<file path="config.mk">
export PLATFORM = sky130hd
export DESIGN_NAME = serial_tx_pcs_path
export DESIGN_NICKNAME = d
export VERILOG_FILES = /design/src/rtl/tx_pcs_pkg.sv /design/src/rtl/phase_fifo.sv /design/src/rtl/serial_tx_pcs_path.sv
export VERILOG_INCLUDE_DIRS = /design/src /design/src/rtl
export SDC_FILE = /design/constraint.sdc
export NUM_CORES = 1
export LEC_CHECK = 0
export ABC_AREA = 1
export CORE_ASPECT_RATIO = 2
export CORE_UTILIZATION = 65
export CTS_CLUSTER_DIAMETER = 60
export DETAILED_ROUTE_END_ITERATION = 10
export DONT_BUFFER_PORTS = 1
export GPL_TIMING_DRIVEN = 0
export PLACE_DENSITY_LB_ADDON = 0.08
export SYNTH_ARGS = -nofsm -noshare
export SYNTH_HDL_FRONTEND = slang
export SYNTH_SLANG_ARGS = --single-unit
</file>
<file path="constraint.sdc">
create_clock -name core_clk -period 26.5 [get_ports core_clk]
set_input_delay 3.975 -clock core_clk [delete_from_list [all_inputs] [get_ports core_clk]]
set_output_delay 3.975 -clock core_clk [all_outputs]
set_load 0.01 [all_outputs]
</file>
<file path="src/rtl/tx_pcs_consts.svh">
// Constants of the transmit coding path: offsets, fields, codes, timing
`ifndef TX_PCS_CONSTS_SVH
`define TX_PCS_CONSTS_SVH

// ==========================================================
// Register byte offsets
`define OFS_CTRL        4'h0
`define OFS_VOD         4'h4
`define OFS_STATUS      4'h8

// ==========================================================
// Control register fields
`define CTRL_CHAN_EN    0
`define CTRL_PLL_PDN    1
`define CTRL_REF_LO     2
`define CTRL_REF_HI     3
`define CTRL_DIV_LO     4
`define CTRL_DIV_HI     6
`define CTRL_DOUBLE     7
`define CTRL_WIDE10     8
`define CTRL_ENC_BYP    9
`define CTRL_PROTO_LO   10
`define CTRL_PROTO_HI   11
`define CTRL_GIGABIT_ETHERNET_MODE_SM    12
`define CTRL_WIDTH      13
`define CTRL_RESET      13'h1001

// ==========================================================
// Swing register fields
`define VOD_SEL_LO      0
`define VOD_SEL_HI      2
`define VOD_TERM_LO     4
`define VOD_TERM_HI     5
`define VOD_WIDTH       6
`define VOD_RESET       6'h00
`define VOD_MV_RESET    11'h190

// ==========================================================
// Transmit PLL divider values
`define DIV_4           5'h04
`define DIV_8           5'h08
`define DIV_10          5'h0a
`define DIV_16          5'h10
`define DIV_20          5'h14

// ==========================================================
// Code bytes (y in [7:5], x in [4:0])
`define XG_IDLE         8'h07
`define K28_0           8'h1c
`define K28_3           8'h7c
`define K28_5           8'hbc
`define K30_7           8'hfe
`define D5_6            8'hc5
`define D16_2           8'h50
`define D21_5           8'hb5
`define D2_2            8'h42
`define PRBS_SEED       7'h7f
`define ALIGN_MIN       5'h10

// ==========================================================
// Timing
`define CLK_PERIOD_NS   40
`define PLL_LOCK_NS     2000
`define PLL_LOCK_CYC    ((`PLL_LOCK_NS + `CLK_PERIOD_NS - 1) / `CLK_PERIOD_NS)

`endif

</file>
<file path="src/rtl/tx_pcs_pkg.sv">
// Types shared by the transmit coding path
package tx_pcs_pkg;

    // Protocol mode of the transmit state machine
    typedef enum logic [1:0] {
        PROTO_BASIC = 2'h0,
        PROTO_GIGABIT_ETHERNET_MODE  = 2'h1,
        PROTO_XAUI  = 2'h2
    } proto_t;

    // Idle rewrite state for gigabit_ethernet_mode
    typedef enum logic [1:0] {
        GS_WAIT_K  = 2'b01,
        GS_AFTER_K = 2'b10
    } gigabit_ethernet_mode_state_t;

endpackage

</file>
<file path="src/rtl/phase_fifo.sv">
// Small synchronous FIFO with valid/ready on both sides
`timescale 1ns/1ps
`default_nettype none

module phase_fifo #(
    parameter int WIDTH = 8,
    parameter int DEPTH = 8
) (
    input  wire logic             core_clk,
    input  wire logic             resetn,
    input  wire logic             in_valid,
    input  wire logic [WIDTH-1:0] in_data,
    output var  logic             in_ready,
    output var  logic             out_valid,
    output var  logic [WIDTH-1:0] out_data,
    input  wire logic             out_ready,
    output var  logic [3:0]       level
);
    localparam int AW = (DEPTH > 1) ? $clog2(DEPTH) : 1;

    logic [WIDTH-1:0] mem_reg [DEPTH];
    logic [AW-1:0]    wr_ptr_reg;
    logic [AW-1:0]    rd_ptr_reg;
    logic [3:0]       count_reg;
    logic [3:0]       count_next;
    logic             push;
    logic             pop;

    // Handshakes on each side
    assign push = in_valid && in_ready;
    assign pop  = out_valid && out_ready;
    assign count_next = count_reg + {3'h0, push} - {3'h0, pop};

    // Storage and pointers
    always_ff @(posedge core_clk) begin
        if (push) begin
            mem_reg[wr_ptr_reg] <= in_data;
        end
    end

    always_ff @(posedge core_clk or negedge resetn) begin
        if (!resetn) begin
            wr_ptr_reg <= '0;
            rd_ptr_reg <= '0;
            count_reg  <= 4'h0;
            in_ready   <= 1'b1;
            out_valid  <= 1'b0;
        end else begin
            if (push) begin
                wr_ptr_reg <= (wr_ptr_reg == AW'(DEPTH - 1)) ? '0 : wr_ptr_reg + 1'b1;
            end
            if (pop) begin
                rd_ptr_reg <= (rd_ptr_reg == AW'(DEPTH - 1)) ? '0 : rd_ptr_reg + 1'b1;
            end
            count_reg <= count_next;
            in_ready  <= (count_next != 4'(DEPTH)); // Registered full flag
            out_valid <= (count_next != 4'h0);
        end
    end

    assign out_data = mem_reg[rd_ptr_reg];
    assign level    = count_reg;

endmodule

`default_nettype wire

</file>
<file path="src/rtl/serial_tx_pcs_path.sv">
// Transmit coding path: phase FIFO, byte serializer, encoder, idle logic, serializer
//
// How it works
// - Reference input is one clock chosen from dedicated pin, fabric or inter-block line.
// - PLL divider is 4, 8, 10, 16 or 20; fabric clock halves in double width.
// - PLL may be powered down only while no transmit channel is enabled.
// - Lock status output reports whether the PLL has locked to its reference.
// - A four-word phase FIFO always sits in the path, never bypassed.
// - Double width takes 16 or 20 bit words and emits 8 or 10 bit halves.
// - Single width bypasses the byte serializer; words pass straight through.
// - Encoder maps 8 bits plus control to 10 bits, run length five; bypassable.
// - Gigabit idle sets become K28.5 then D5.6, or K28.5 then D16.2.
// - Idle choice leaves disparity negative; configuration sets are never rewritten.
// - The gigabit idle state machine can be disabled even in gigabit mode.
// - XAUI data maps straight; control 07 idle, 9C to K28.4, FB to K27.7.
// - XAUI K28.0 versus K28.5 idle choice comes from a x^7+x^6+1 generator.
// - XAUI inserts K28.3 into idles at random spacing of 16 to 31.
// - Serializer shifts each 8 or 10 bit word out least significant bit first.
// - Output swing chosen statically or at run time from termination dependent set.
`include "tx_pcs_consts.svh"
`timescale 1ns/1ps
`default_nettype none

module serial_tx_pcs_path #(
    parameter int PHASE_FIFO_DEPTH = 4,
    parameter int LOCK_CYCLES      = `PLL_LOCK_CYC,
    parameter logic [2:0] VOD_DEFAULT_SEL = 3'h0
) (
    input  wire logic        core_clk,
    input  wire logic        resetn,
    input  wire logic [3:0]  avs_address,
    input  wire logic        avs_read,
    input  wire logic        avs_write,
    input  wire logic [31:0] avs_writedata,
    input  wire logic [3:0]  avs_byteenable,
    output var  logic [31:0] avs_readdata,
    output var  logic        avs_waitrequest,
    input  wire logic        tx_valid,
    input  wire logic [19:0] tx_data,
    input  wire logic [1:0]  tx_ctrl,
    output var  logic        tx_ready,
    output var  logic        tx_serial_out,
    output var  logic [1:0]  ref_clk_select,
    output var  logic        pll_power_on,
    output var  logic        pll_locked,
    output var  logic        fabric_clk_out,
    output var  logic [10:0] vod_mv
);
    // ==========================================================
    // Coding tables (abcdei / fghj, a in the most significant bit)
    localparam logic [5:0] T6 [32] = '{
        6'h27, 6'h1d, 6'h2d, 6'h31, 6'h35, 6'h29, 6'h19, 6'h38,
        6'h39, 6'h25, 6'h15, 6'h34, 6'h0d, 6'h2c, 6'h1c, 6'h17,
        6'h1b, 6'h23, 6'h13, 6'h32, 6'h0b, 6'h2a, 6'h1a, 6'h3a,
        6'h33, 6'h26, 6'h16, 6'h36, 6'h0e, 6'h2e, 6'h1e, 6'h2b};
    localparam logic [3:0] T4 [8] = '{4'hb, 4'h9, 4'h5, 4'hc, 4'hd, 4'ha, 4'h6, 4'he};
    // Swing levels in mV per termination row of six
    localparam logic [10:0] VOD_MV_TBL [18] = '{
        11'h190, 11'h320, 11'h3e8, 11'h4b0, 11'h578, 11'h640,
        11'h1e0, 11'h3c0, 11'h4b0, 11'h5a0, 11'h000, 11'h000,
        11'h258, 11'h4b0, 11'h5dc, 11'h000, 11'h000, 11'h000};
    localparam logic [2:0] VOD_LEVELS [4] = '{3'h6, 3'h4, 3'h3, 3'h0};

    // Encode one byte; returns {ending disparity, code with bit a at bit 0}
    function automatic logic [10:0] enc_10b(input logic [7:0] d, input logic k, input logic rd);
        logic [4:0] x;
        logic [2:0] y;
        logic [5:0] s6;
        logic [3:0] s4;
        logic       pos;
        logic       mid;
        logic       alt;
        logic [9:0] c;
        x   = d[4:0];
        y   = d[7:5];
        pos = k ? 1'b0 : rd; // Control codes are built negative, then inverted when the running disparity is positive
        s6  = (k && x == 5'd28) ? 6'h0f : T6[x];
        if (pos && ($countones(s6) != 3 || x == 5'd7)) begin
            s6 = ~s6;
        end
        mid = pos ^ ($countones(s6) != 3);
        alt = k || (mid ? (x == 5'd11 || x == 5'd13 || x == 5'd14)
                        : (x == 5'd17 || x == 5'd18 || x == 5'd20));
        s4  = (y == 3'd7 && alt) ? 4'h7 : T4[y];
        if (mid && ($countones(s4) != 2 || y == 3'd3)) begin
            s4 = ~s4;
        end
        c = {s6, s4};
        if (k && rd) begin
            c = ~c;
        end
        return {rd ^ ($countones(c) != 5), {<<{c}}};
    endfunction

    // ==========================================================
    // Register file
    logic [`CTRL_WIDTH-1:0] ctrl_reg;
    logic [`VOD_WIDTH-1:0]  vod_reg;
    logic                   vod_bad_reg;
    logic [31:0]            wmask;
    logic                   wr_fire;
    logic                   wr_ctrl;
    logic                   wr_vod;
    logic [3:0]             fifo_level;
    logic                   rd_reg;

    tx_pcs_pkg::proto_t     proto;
    logic                   chan_en;
    logic                   double_w;
    logic                   wide10;
    logic                   enc_byp;
    logic                   gigabit_ethernet_mode_sm_en;
    logic [2:0]             div_sel;

    assign wmask   = {{8{avs_byteenable[3]}}, {8{avs_byteenable[2]}},
                      {8{avs_byteenable[1]}}, {8{avs_byteenable[0]}}};
    assign wr_fire = avs_write && !avs_waitrequest;
    assign wr_ctrl = wr_fire && (avs_address == `OFS_CTRL);
    assign wr_vod  = wr_fire && (avs_address == `OFS_VOD);

    assign chan_en    = ctrl_reg[`CTRL_CHAN_EN];
    assign div_sel    = ctrl_reg[`CTRL_DIV_HI:`CTRL_DIV_LO];
    assign double_w   = ctrl_reg[`CTRL_DOUBLE];
    assign wide10     = ctrl_reg[`CTRL_WIDE10];
    assign enc_byp    = ctrl_reg[`CTRL_ENC_BYP];
    assign proto      = tx_pcs_pkg::proto_t'(ctrl_reg[`CTRL_PROTO_HI:`CTRL_PROTO_LO]);
    assign gigabit_ethernet_mode_sm_en = ctrl_reg[`CTRL_GIGABIT_ETHERNET_MODE_SM];

    // One wait cycle per access; the write lands on the edge that sees waitrequest low
    always_ff @(posedge core_clk or negedge resetn) begin
        if (!resetn) begin
            avs_waitrequest <= 1'b1;
            avs_readdata    <= 32'h0000_0000;
        end else begin
            avs_waitrequest <= !((avs_read || avs_write) && avs_waitrequest);
            if (avs_read && avs_waitrequest) begin
                case (avs_address)
                    `OFS_CTRL:   avs_readdata <= 32'(ctrl_reg);
                    `OFS_VOD:    avs_readdata <= 32'(vod_reg);
                    `OFS_STATUS: avs_readdata <= {24'h000000, rd_reg, fifo_level, vod_bad_reg,
                                                  pll_power_on, pll_locked};
                    default:     avs_readdata <= 32'h0000_0000;
                endcase
            end
        end
    end

    // Control register
    always_ff @(posedge core_clk or negedge resetn) begin
        if (!resetn) begin
            ctrl_reg <= `CTRL_RESET;
        end else if (wr_ctrl) begin
            ctrl_reg <= (ctrl_reg & ~wmask[`CTRL_WIDTH-1:0]) | (avs_writedata[`CTRL_WIDTH-1:0] & wmask[`CTRL_WIDTH-1:0]);
        end
    end

    // Swing selection, changeable at run time; unavailable level is flagged and ignored
    always_ff @(posedge core_clk or negedge resetn) begin
        if (!resetn) begin
            vod_reg     <= {2'h0, 1'b0, VOD_DEFAULT_SEL};
            vod_mv      <= VOD_MV_TBL[VOD_DEFAULT_SEL];
            vod_bad_reg <= 1'b0;
        end else if (wr_vod && avs_byteenable[0]) begin
            vod_reg <= {avs_writedata[`VOD_TERM_HI:`VOD_TERM_LO], 1'b0,
                        avs_writedata[`VOD_SEL_HI:`VOD_SEL_LO]};
            if (avs_writedata[`VOD_SEL_HI:`VOD_SEL_LO] < VOD_LEVELS[avs_writedata[`VOD_TERM_HI:`VOD_TERM_LO]]) begin
                vod_mv      <= VOD_MV_TBL[5'(avs_writedata[`VOD_TERM_HI:`VOD_TERM_LO]) * 5'd6
                                          + 5'(avs_writedata[`VOD_SEL_HI:`VOD_SEL_LO])];
                vod_bad_reg <= 1'b0;
            end else begin
                vod_bad_reg <= 1'b1;
            end
        end
    end

    // ==========================================================
    // Transmit PLL model: reference select, power, lock, fabric clock
    logic [4:0]  div_val;
    logic [4:0]  half_period;
    logic [4:0]  slow_cnt_reg;
    logic [15:0] lock_cnt_reg;
    logic        pll_on_next;

    always_comb begin
        case (div_sel)
            3'h1:    div_val = `DIV_8;
            3'h2:    div_val = `DIV_10;
            3'h3:    div_val = `DIV_16;
            3'h4:    div_val = `DIV_20;
            default: div_val = `DIV_4;
        endcase
    end

    assign half_period = double_w ? div_val : (div_val >> 1);
    assign pll_on_next = !(ctrl_reg[`CTRL_PLL_PDN] && !chan_en);

    // Reference select and power state
    always_ff @(posedge core_clk or negedge resetn) begin
        if (!resetn) begin
            ref_clk_select <= 2'h0;
            pll_power_on   <= 1'b1;
        end else begin
            ref_clk_select <= (ctrl_reg[`CTRL_REF_HI:`CTRL_REF_LO] == 2'h3) ? 2'h0
                              : ctrl_reg[`CTRL_REF_HI:`CTRL_REF_LO];
            pll_power_on   <= pll_on_next;
        end
    end

    // Lock restarts after power-up or any reprogramming of the control register
    always_ff @(posedge core_clk or negedge resetn) begin
        if (!resetn) begin
            lock_cnt_reg <= 16'h0000;
            pll_locked   <= 1'b0;
        end else if (!pll_on_next || wr_ctrl) begin
            lock_cnt_reg <= 16'h0000;
            pll_locked   <= 1'b0;
        end else if (lock_cnt_reg == 16'(LOCK_CYCLES - 1)) begin
            pll_locked   <= 1'b1;
        end else begin
            lock_cnt_reg <= lock_cnt_reg + 16'h0001;
        end
    end

    // Fabric clock: period of div_val cycles, doubled in double width
    always_ff @(posedge core_clk or negedge resetn) begin
        if (!resetn) begin
            slow_cnt_reg   <= 5'h00;
            fabric_clk_out <= 1'b0;
        end else if (!pll_locked) begin // Level holds: no runt pulse
            slow_cnt_reg   <= 5'h00;
        end else if (slow_cnt_reg >= half_period - 5'h01) begin
            slow_cnt_reg   <= 5'h00;
            fabric_clk_out <= !fabric_clk_out;
        end else begin
            slow_cnt_reg   <= slow_cnt_reg + 5'h01;
        end
    end

    // ==========================================================
    // Phase compensation FIFO, always in the path
    logic        fifo_valid;
    logic [21:0] fifo_data;
    logic        fifo_pop;

    phase_fifo #(
        .WIDTH (22),
        .DEPTH (PHASE_FIFO_DEPTH)
    ) u_phase_fifo (
        .core_clk  (core_clk),
        .resetn    (resetn),
        .in_valid  (tx_valid),
        .in_data   ({tx_ctrl, tx_data}),
        .in_ready  (tx_ready),
        .out_valid (fifo_valid),
        .out_data  (fifo_data),
        .out_ready (fifo_pop),
        .level     (fifo_level)
    );

    // ==========================================================
    // Byte serializer and symbol selection
    logic       half_sel_reg;
    logic       load;
    logic [9:0] sym;
    logic       sym_k;

    always_comb begin
        if (!fifo_valid) begin
            sym   = {2'h0, (proto == tx_pcs_pkg::PROTO_XAUI) ? `XG_IDLE : `K28_5};
            sym_k = 1'b1;
        end else if (double_w && half_sel_reg) begin
            sym   = wide10 ? fifo_data[19:10] : {2'h0, fifo_data[15:8]};
            sym_k = fifo_data[21];
        end else begin
            sym   = wide10 ? fifo_data[9:0] : {2'h0, fifo_data[7:0]};
            sym_k = fifo_data[20];
        end
    end

    assign fifo_pop = load && fifo_valid && (!double_w || half_sel_reg);

    // Half select advances only on symbols taken from the FIFO
    always_ff @(posedge core_clk or negedge resetn) begin
        if (!resetn) begin
            half_sel_reg <= 1'b0;
        end else if (!double_w) begin
            half_sel_reg <= 1'b0;
        end else if (load && fifo_valid) begin
            half_sel_reg <= !half_sel_reg;
        end
    end

    // ==========================================================
    // Transmit state machine: idle mapping per protocol
    tx_pcs_pkg::gigabit_ethernet_mode_state_t gstate_reg;
    logic [6:0]  prbs_reg;
    logic [4:0]  align_cnt_reg;
    logic [7:0]  map_byte;
    logic        xaui_idle;

    assign xaui_idle = (proto == tx_pcs_pkg::PROTO_XAUI) && sym_k && (sym[7:0] == `XG_IDLE);

    always_comb begin
        map_byte = sym[7:0];
        if (proto == tx_pcs_pkg::PROTO_XAUI && sym_k) begin
            case (sym[7:0])
                `XG_IDLE: map_byte = (align_cnt_reg == 5'h00) ? `K28_3
                                     : (prbs_reg[0] ? `K28_5 : `K28_0);
                8'h9c, 8'hfb: map_byte = sym[7:0];
                8'hfd, 8'hfe: map_byte = sym[7:0];
                8'h1c, 8'h3c, 8'h7c, 8'hbc, 8'hdc, 8'hf7: map_byte = sym[7:0];
                default: map_byte = `K30_7;
            endcase
        end else if (proto == tx_pcs_pkg::PROTO_GIGABIT_ETHERNET_MODE && gigabit_ethernet_mode_sm_en && !sym_k
                     && gstate_reg == tx_pcs_pkg::GS_AFTER_K
                     && sym[7:0] != `D21_5 && sym[7:0] != `D2_2) begin
            map_byte = rd_reg ? `D16_2 : `D5_6;
        end
    end

    // Gigabit idle tracking: the byte after K28.5 is the rewrite candidate
    always_ff @(posedge core_clk or negedge resetn) begin
        if (!resetn) begin
            gstate_reg <= tx_pcs_pkg::GS_WAIT_K;
        end else if (load) begin
            case (gstate_reg)
                tx_pcs_pkg::GS_WAIT_K,
                tx_pcs_pkg::GS_AFTER_K: gstate_reg <= (gigabit_ethernet_mode_sm_en && sym_k && sym[7:0] == `K28_5)
                                                      ? tx_pcs_pkg::GS_AFTER_K
                                                      : tx_pcs_pkg::GS_WAIT_K;
                default: gstate_reg <= tx_pcs_pkg::GS_WAIT_K;
            endcase
        end
    end

    // XAUI idle randomizer and alignment spacing
    always_ff @(posedge core_clk or negedge resetn) begin
        if (!resetn) begin
            prbs_reg      <= `PRBS_SEED;
            align_cnt_reg <= `ALIGN_MIN;
        end else if (load && xaui_idle) begin
            prbs_reg <= {prbs_reg[5:0], prbs_reg[6] ^ prbs_reg[5]};
            if (align_cnt_reg == 5'h00) begin
                align_cnt_reg <= `ALIGN_MIN | {1'b0, prbs_reg[3:0]};
            end else begin
                align_cnt_reg <= align_cnt_reg - 5'h01;
            end
        end
    end

    // ==========================================================
    // Encoder and serializer
    logic [10:0] enc;
    logic [9:0]  shift_reg;
    logic [3:0]  bit_cnt_reg;
    logic [3:0]  word_len;

    assign enc      = enc_10b(map_byte, sym_k, rd_reg);
    assign word_len = (enc_byp && !wide10) ? 4'h8 : 4'ha;
    assign load     = pll_locked && chan_en && (bit_cnt_reg == 4'h0);

    // Word shifter; a stopped channel holds the line low
    always_ff @(posedge core_clk or negedge resetn) begin
        if (!resetn) begin
            shift_reg     <= 10'h000;
            bit_cnt_reg   <= 4'h0;
            rd_reg        <= 1'b0;
            tx_serial_out <= 1'b0;
        end else if (load) begin
            if (enc_byp) begin
                tx_serial_out <= sym[0];
                shift_reg     <= {1'b0, sym[9:1]};
            end else begin
                tx_serial_out <= enc[0];
                shift_reg     <= {1'b0, enc[9:1]};
                rd_reg        <= enc[10];
            end
            bit_cnt_reg <= word_len - 4'h1;
        end else if (bit_cnt_reg != 4'h0) begin
            tx_serial_out <= shift_reg[0];
            shift_reg     <= {1'b0, shift_reg[9:1]};
            bit_cnt_reg   <= bit_cnt_reg - 4'h1;
        end else begin
            tx_serial_out <= 1'b0;
        end
    end

endmodule

`default_nettype wire

</file>
==> metrics, run 1 <==
Starting Density 66.8%; Top cell by count, worst path nand2_1; clock root cell clkbuf_16; Worst-Skew Late Latency 0.44 ns; Req. time, crit path 26.83 ns; global-route wire length before repair 44.1 mm; IO buf count 0; commonest non-fill, non-tap cell in the layout nand2_1; critical path class flip-flop to flip-flop; Overall Global Routing Usage 32.3%; YS warnings 0; hpwl dp 21.0 mm; count of final hold-check violations 0; commonest non-fill, non-tap cells in the layout 345 x nand2_1, 175 x inv_1, 129 x nand3_1; max_cap viols 0; Crit Path Max Fanout 10; die area 18300 um^2; Rel. slew slack 34.0%; cells after synthesis 1371; arrival time worst endpoint 13.25 ns; register area share after synthesis 46.5%; Placement Setup Slack 13.66 ns; Max stage delay cell, worst path fa_1; vias per cell 5.67; Top Ports 118; status complete, no violations; total number of vias 9286; Yosys cell types 55; Most used DFF post-synth dfrtp_1; die width 96.2 um; RSZ-0062 raised after global routing no; clock sink total 196; crit path time final 12.92 ns; Crit. End Element flip-flop; Async SR Flop Fraction 55.1%; Tcrit/Tclk final 48.8%; Max stage delay on crit path 0.56 ns; final setup violation count 0; DR DRC count 0; DRT iter0 DRCs 558; Hold Buf Count CTS 0; gr ovfl total 0; core area 17300 um^2; Clock transition at path regs 0.07 ns; max FFs per register 88; Cell Area, Synth 11500 um^2; post-synthesis register bit count 196; Rows 68; Mapped Avg Cell Area 8.41 um^2; vias in the first global route 9367; initial antenna violation count 1; Num CTS Buffers 17; Post-layout nets 1544; worst setup margin 13.58 ns; fillcell total 1364; clk_skew 0.00997 ns; CTS max path bufs 2; dpl cells 1605; WL/cell 16.9 um; post-CTS setup buffers 0; Area growth, synth to finish 8.58%; DRT antenna net count 0; WL final 27.7 mm; Worst Tran Pin Value 0.982 ns; final slew viol count 0; Final GP Congestion 0.911; H-Tree Depth 4; largest net degree at the start of global routing 109; CP Launch Type flip-flop; final non-filler cell total 1638; CTS tree done; hold crit path type flip-flop to flip-flop; fraction of layout cells with a size suffix above 1 12.2%; CTS resizes 0; Post-synth EDFFs 88; TritonRoute pass-1 iters 5; FMAX 77.4 MHz; worst hold slack 0.431 ns; setup TNS 0 ns; Chip Height 190 um
kinds of logic after synthesis:
group	count (synthesis)	share of synthesized area (%)
AO/OA/AOI/OAI	166	8.21
XOR/XNOR	22	1.67
adder cells (fa/ha/maj)	63	7.68
buffers and inverters	245	9.44
flip-flops	196	46.5
multiplexers	2	0.195
other	1	0.0325
AND/OR/NAND/NOR	676	26.3
cells in the mapped netlist (all sizes together), types with 13 or more instances:
cell | count | area share [%]
xor2 | 16 | 1.2
dfstp | 17 | 3.9
edfxtp | 88 | 23
fa | 13 | 2.3
a21oi | 45 | 2.1
dfrtp | 91 | 20
inv | 189 | 6.2
ha | 50 | 5.4
o21ai | 87 | 3.8
nand3 | 138 | 6.5
nand2 | 378 | 13
nor2 | 111 | 3.8
buf | 43 | 2.8
nor3 | 18 | 0.78
stage by stage:
step / utilization [%] / cell area (um^2)
final: 72.5 / 12500
after global routing: 72.5 / 12500
after CTS: 72.5 / 12500
after detailed placement: 69.3 / 12000
after global placement: 68.7 / 11900
after floorplan: - / 11600
layer usage:
layer	global-route usage, %	vias to the layer above	share of wire [%]
li1	-	4500	-
met1	31.4	4393	34
met2	60.0	299	55
met3	5.54	94	4.3
met4	20.8	0	6.2
met5	0	-	0
critical path: cells and delay by family (launching register included):
family / cells / cell delay (ns)
adders and majority gates: 17 / 6.34
and+or+nand+nor: 35 / 3.88
buffers and inverters: 15 / 1.42
xor gates and xnor gates: 2 / 0.48
DFF: 1 / 0.37
AOI/OAI and AO/OA: 2 / 0.29
worst paths after layout:
check / startpoint / end / slack, ns / cells after the start
max: flip-flop / rd_reg / 13.58 / 71
min: flip-flop / ref_clk_select[1] / 0.43 / 1
max reg2reg: flip-flop / rd_reg / 13.58 / 71
min reg2reg: flip-flop / ref_clk_select[1] / 0.43 / 1
max in group asynchronous: resetn / vod_mv[8] / 22.98 / 0
min in group asynchronous: resetn / u_phase_fifo.wr_ptr_reg[1] / 3.23 / 0
area by class of cell:
cell class	instances	area, um^2	share of cell area, %
Sequential cell	196	5370	42.8
Timing Repair Buffer	4	85.1	0.679
Tap cell	210	263	2.10
Clock inverter	11	93.8	0.749
Clock buffer	21	460	3.68
Buffer	51	350	2.80
Inverter	194	738	5.89
Multi-Input combinational cell	950	5160	41.2
Antenna cell	1	2.50	0.0200
Power of run 1 is left out: the tool's default activity adds up to more than one toggle a clock period on the data nets, which glitch-free logic cannot reach.
==> inputs of run 2 (changes only) <==
ABC_AREA = 0   (was 1)
CORE_UTILIZATION = 58   (was 65)
clock period = 10.4 ns   (was 26.5 ns; I/O delays follow)
==> run 2 against run 1 <==
  * The run now ends with negative setup slack left
  * Sequential share of layout area down 1.3 points
  * Critical endpoint unchanged
  * Fmax down 3.1%
  * Critical path depth down 17
  * Non-clock buffer count up 61
  * Die area up 7.1%
  * Design area up 3.1%
==> metrics, run 2 <==
status finished, violations left; failing checks negative setup slack; Design Power 5.31 mW; Crit. End Element flip-flop; Comb pwr share 68.4%; Async SR Flop Fraction 55.1% (unchanged); critical path class flip-flop to flip-flop; dpl cells 1263 (-21%); Util after Layout 68.9% (-3.6 points); Worst Tran Pin Value 1.19 ns (+0.206 ns); Int Pwr 3.24 mW; DRT iter0 DRCs 343 (-39%); WHS Endpoint prbs_reg[5]; DRT antenna net count 0 (unchanged); most frequent cell after synthesis nand2_1; Psw 2.07 mW; clk_skew 0.0184 ns (+0.00842 ns); final non-filler cell total 1356 (-17%); Cell Pwr Density 411 nW/um^2; cells after synthesis 988 (-28%); Worst-Skew Late Latency 0.45 ns (about the same); clock share of power 12.1%; Top Ports 118 (unchanged); clock sink total 196 (unchanged); Most used DFF post-synth dfrtp_1; fin area 12900 um^2 (+3.1%); Num CTS Buffers 17 (unchanged); TritonRoute pass-1 iters 5 (unchanged); largest net degree at the start of global routing 109 (unchanged); worst setup margin -2.93 ns (-16.51 ns); ANT cells 0 (-1); power share of the sequential group 19.5%; Post-synth EDFFs 88 (unchanged); Req. time, crit path 10.72 ns (-16.11 ns); core area 18700 um^2 (+8.5%); H-Tree Depth 4 (unchanged); CTS max path bufs 2 (unchanged); Clock transition at path regs 0.08 ns (about the same); max_cap viols 0 (unchanged); gr ovfl total 0 (unchanged); area share of the largest cell type after synthesis 23.9% (+1.0 points); arrival time worst endpoint 13.66 ns (+0.41 ns); die area 19600 um^2 (+7.1%); RSZ-0062 raised after global routing yes; Hold Path Stages 2 (+1); worst hold slack 0.457 ns (+0.0263 ns); Starting Density 58.9% (-7.9 points); YS warnings 0 (unchanged); crit path time final 13.33 ns (+0.415 ns); hold crit path type flip-flop to flip-flop; Top cell by count, worst path fa_1; WL final 26.2 mm (-5.5%); Rel. slew slack 20.8% (-13 points); FMAX 75.0 MHz (-3.1%); hold_sp prbs_reg[4]; commonest non-fill, non-tap cell in the layout nand2_1; Final GP Congestion 0.888 (-2.6%); count of final hold-check violations 0 (unchanged); Max stage delay on crit path 0.55 ns (about the same); area of the multi-input gates 5530 um^2 (+7.0%); Max VDD drop 951 uV; clock root cell clkbuf_16; final slew viol count 0 (unchanged); Cell Area, Synth 11000 um^2 (-4.3%); global-route wire length before repair 41.8 mm (-5.2%); vias in the first global route 8182 (-13%); Worst R2R Path Depth 54 (-24%); hpwl dp 18.6 mm (-12%); Chip Height 197 um (+3.5%); post-synthesis register bit count 196 (unchanged); Post-layout nets 1218 (-21%); total number of vias 7895 (-15%); Overall Global Routing Usage 28.0% (-4.3 points); final setup violation count 5 (+5); Post-DP Area 11500 um^2 (-3.6%); FF/Latch Area 5370 um^2 (about the same); IO buf count 0 (unchanged); Tcrit/Tclk final 128% (+79 points); Max stage delay cell, worst path mux4_2; top post-synthesis cells by area edfxtp_1 24%, dfrtp_1 21%, ha_1 5.7%, dfstp_2 4.0%, nand2_1 3.4%; fraction of layout cells with a size suffix above 1 23.6% (+11 points); Mapped Avg Cell Area 11.2 um^2 (+33%); max FFs per register 88 (unchanged); initial antenna violation count 0 (-1); vias per cell 5.82 (+2.7%); Area growth, synth to finish 17.1%; register area share after synthesis 48.6% (+2.1 points); DR DRC count 0 (unchanged); Sw Ratio 39.0%; Rows 71 (+4.4%); reg2reg start u_phase_fifo.rd_ptr_reg[0]; WL/cell 19.3 um (+14%); FF-to-FF End rd_reg; die width 99.5 um (+3.5%); fillcell total 1393 (+2.1%); post-synth top area cell edfxtp_1; commonest non-fill, non-tap cells in the layout 100 x nand2_1, 89 x dfrtp_1, 88 x edfxtp_1; Crit Path Max Fanout 9 (-1); CP Launch Type flip-flop; CTS tree done; P_leak 5.27 nW; synth cell count leaders 100 x nand2_1, 91 x dfrtp_1, 88 x edfxtp_1, 68 x nor2_1, 53 x inv_1; flop2flop setup slack -2.93 ns (-16.51 ns); Yosys cell types 85 (+55%)
==> run 2: worst max-delay path by stage <==
| stage | slack, ns | from | to | cells after the start |
|---|---|---|---|---|
| 6_report | -2.93 | u_phase_fifo.rd_ptr_reg[0] | rd_reg | 54 |
| 5_1_grt | -3.39 | u_phase_fifo.rd_ptr_reg[0] | rd_reg | 54 |
| 4_1_cts | -2.92 | u_phase_fifo.rd_ptr_reg[0] | rd_reg | 53 |
| 3_5_place_dp | -3.93 | flip-flop | rd_reg | 55 |
| 3_3_place_gp | -3.83 | flip-flop | rd_reg | 55 |
| 2_1_floorplan | -2.42 | u_phase_fifo.rd_ptr_reg[0] | rd_reg | 54 |
==> run 2: layout make-up <==
cell class                 count  area share [%]
inverter                      54            1.61
tap                          255            2.47
timing repair buffer          65            4.39
clock inverter                14           0.988
multi-input combinational    703            42.8
sequential                   196            41.6
buffer                        51            2.70
clock buffer                  18            3.49
==> run 2: metal layers <==
| layer | up-vias | GRT usage (%) | part of all wire (%) |
|---|---|---|---|
| met1 | 3879 | 29.9 | 37 |
| met4 | 0 | 14.9 | 4.9 |
| li1 | 3747 | - | - |
| met3 | 72 | 4.95 | 3.1 |
| met2 | 197 | 51.7 | 55 |
| met5 | - | 0 | 0 |
==> run 2: kinds of logic (layout without fill, tap and decap cells) <==
family / after synthesis / count (layout) / synth area share, %
AND/OR/NAND/NOR: 293 / 293 / 12.8
flip-flops: 196 / 196 / 48.6
other: 1 / 21 / 0.0340
XOR/XNOR: 48 / 48 / 3.81
AO/OA/AOI/OAI: 208 / 208 / 13.7
multiplexers: 70 / 70 / 8.19
adder cells (fa/ha/maj): 63 / 63 / 8.03
buffers and inverters: 109 / 202 / 4.81
==> run 2: critical path: cells and delay by family, from the launching register on <==
family | cells | cell delay, ns
adder cells (fa/ha/maj) | 16 | 6.34
AO/OA/AOI/OAI | 14 | 2.64
AND/OR/NAND/NOR | 8 | 1.23
buffers and inverters | 10 | 1.05
XOR/XNOR | 5 | 1.03
multiplexers | 1 | 0.55
flip-flops | 1 | 0.37
==> run 2: per-stage QoR <==
stage               setup TNS, ns  worst slack (ns)
floorplan                   -2.86             -2.42
global placement            -9.46             -3.83
detailed placement          -9.95             -3.93
CTS                         -7.17             -2.92
global route                -9.38             -3.39
finish                      -7.25             -2.93
==> run 2: power groups by stage <==
| stage | registers (mW) | clock network, mW | logic (mW) |
|---|---|---|---|
| global route | 1.05 | 0.677 | 3.93 |
| floorplan | 1.02 | 0 | 1.69 |
| detailed placement | 1.05 | 0 | 2.18 |
| global placement | 1.05 | 0 | 2.11 |
| CTS | 1.04 | 0.653 | 3.46 |
| finish | 1.04 | 0.641 | 3.63 |
==> run 2: what timing repair did <==
action / CTS / global route
gates resized for setup: 70 / 19
buffers inserted: 59 / 9
hold buffers: 0 / 0
pin swaps: 35 / 17
setup endpoints to repair: 5 / 5
Note: power is estimated with default switching activity, not from simulation.
==> inputs of run 3 (changes only) <==
RECOVER_POWER = 25   (was unset)
==> run 3 against run 2 <==
  * The run still ends with negative setup slack left
  * Via count is essentially flat
  * First-iteration DRC count up 0.58%
  * Register-to-register slack is essentially flat
  * Die area did not move
  * Combinational power is essentially flat
  * Setup slack about the same
  * Design area is the same
  * Critical path depth unchanged
  * Clock skew is essentially flat
  * Sequential share of layout area unchanged
  * Critical endpoint unchanged
  * Worst hold slack did not move
==> metrics, run 3 (synthesis gave the netlist of run 2 again) <==
WL/cell 19.3 um (about the same); clock root cell clkbuf_16; die area 19600 um^2 (unchanged); crit path time final 13.33 ns (+0.000260 ns); Cell Pwr Density 411 nW/um^2 (about the same); critical path class flip-flop to flip-flop; worst setup margin -2.93 ns (-0.000260 ns); initial antenna violation count 0 (unchanged); Starting Density 58.9% (unchanged); max_cap viols 0 (unchanged); Max stage delay cell, worst path mux4_2; hpwl dp 18.6 mm (unchanged); Rows 71 (unchanged); Top cell by count, worst path fa_1; total number of vias 7889 (-0.076%); setup TNS -7.25 ns (-0.00136 ns); CP Launch Type flip-flop; Crit Path Max Fanout 9 (unchanged); Max stage delay on crit path 0.55 ns (about the same); RSZ-0062 raised after global routing yes; fillcell total 1393 (unchanged); Hold Buf Count CTS 0 (unchanged); Crit. End Element flip-flop; commonest non-fill, non-tap cell in the layout nand2_1; status finished, violations left; ANT cells 0 (unchanged); Clock transition at path regs 0.08 ns (about the same); max FFs per register 88 (unchanged); clock sink total 196 (unchanged); Design Power 5.31 mW (about the same); CTS max path bufs 2 (unchanged); final setup violation count 5 (unchanged); DR DRC count 0 (unchanged); final slew viol count 0 (unchanged); commonest non-fill, non-tap cells in the layout 100 x nand2_1, 89 x dfrtp_1, 88 x edfxtp_1; Placement Setup Slack -3.93 ns (unchanged); P_leak 5.27 nW (about the same); Psw 2.07 mW (about the same); GRT busiest layer met2; vias per cell 5.82 (about the same); DRT antenna net count 0 (unchanged); IO buf count 0 (unchanged); CTS tree done; Worst Tran Pin Value 1.19 ns (unchanged); Final GP Congestion 0.888 (unchanged); DRT iter0 DRCs 345 (+0.58%); gr ovfl total 0 (unchanged); Top Ports 118 (unchanged); vias in the first global route 8182 (unchanged); die width 99.5 um (unchanged); H-Tree Depth 4 (unchanged); Chip Height 197 um (unchanged); grt met1 use 29.9% (unchanged); Max VDD drop 951 uV (about the same); Int Pwr 3.24 mW (about the same); Rel. slew slack 20.8% (unchanged); FF-to-FF End rd_reg; Area growth, synth to finish 17.1% (unchanged); Num CTS Buffers 17 (unchanged); Tcrit/Tclk final 128% (about the same); clock share of power 12.1% (about the same); largest net degree at the start of global routing 109 (unchanged); FMAX 75.0 MHz (about the same); Overall Global Routing Usage 28.0% (unchanged); GR Layer Usage met2 51.7% (unchanged); CP bufs+invs 10 (unchanged); Req. time, crit path 10.72 ns (about the same); WL final 26.1 mm (about the same); global-route wire length before repair 41.8 mm (unchanged); crit path capture rd_reg; met3 Use GR 4.95% (unchanged); Sw Ratio 39.0% (about the same); core area 18700 um^2 (unchanged); Worst R2R Path Depth 54 (unchanged); hold crit path type flip-flop to flip-flop; cell family with the largest share of critical-path delay adder cells; Levels on crit path 54 (unchanged); flop2flop setup slack -2.93 ns (about the same); failing checks negative setup slack; power share of the sequential group 19.5% (about the same); clk_skew 0.0184 ns (-0.0000284 ns); reg2reg start u_phase_fifo.rd_ptr_reg[0]; fraction of layout cells with a size suffix above 1 23.5% (-0.091 points); count of final hold-check violations 0 (unchanged); arrival time worst endpoint 13.66 ns (about the same); Post-layout nets 1218 (unchanged); Worst-Skew Late Latency 0.45 ns (about the same); TritonRoute pass-1 iters 5 (unchanged); Comb pwr share 68.4% (about the same); Worst Setup SP u_phase_fifo.rd_ptr_reg[0]
-- run 3: worst min-delay path: cells and delay by family (launching register included) --
| kind | cells | cell delay [ns] |
|---|---|---|
| flip-flops | 1 | 0.37 |
| AND/OR/NAND/NOR | 2 | 0.08 |
-- run 3: per-stage QoR --
stage / instance area [um^2] / cells / util [%] / hold slack [ns]
finish: 12900 / 1356 / 68.9 / 0.457
global placement: 11500 / 1263 / 61.5 / 0.444
detailed placement: 11500 / 1263 / 61.5 / 0.456
floorplan: 11200 / 1008 / - / 0.412
CTS: 12800 / 1350 / 68.4 / 0.461
global route: 12900 / 1356 / 68.9 / 0.470
-- run 3: layout make-up --
type	instances	area (um^2)	share of cell area (%)
multi-input cells	703	5530	42.8
clock buffers	18	450	3.49
well taps	255	319	2.47
repair buffers	65	567	4.39
plain buffers	51	349	2.70
clock inverters	14	128	0.988
inverters	54	208	1.61
flip-flops and latches	196	5370	41.6
-- run 3: what timing repair did --
item                                   CTS  global route
endpoints found under the hold margin    0             0
pin swaps                               35            17
setup buffers                           59             9
gates resized for setup                 70            19
setup endpoints to repair                5             5
-- run 3: layer usage --
layer	share of wire, %	wire [um]
met2	55	14400
met5	0	0
met1	37	9680
met4	4.9	1280
met3	3.0	797
-- run 3: worst min path at each step --
stage	from	to	slack, ns	depth (start not counted)
2_1_floorplan	flip-flop	pll_power_on	0.41	1
3_3_place_gp	prbs_reg[4]	prbs_reg[4]	0.44	2
3_5_place_dp	flip-flop	pll_power_on	0.46	1
4_1_cts	prbs_reg[4]	prbs_reg[5]	0.46	2
5_1_grt	prbs_reg[4]	prbs_reg[4]	0.47	2
6_report	prbs_reg[4]	prbs_reg[5]	0.46	2
-- run 3: power groups by stage --
stage	Clock [mW]	Sequential (mW)	Combinational (mW)
floorplan	0	1.02	1.69
global placement	0	1.05	2.11
detailed placement	0	1.05	2.18
CTS	0.653	1.04	3.46
global route	0.677	1.05	3.93
finish	0.641	1.04	3.63
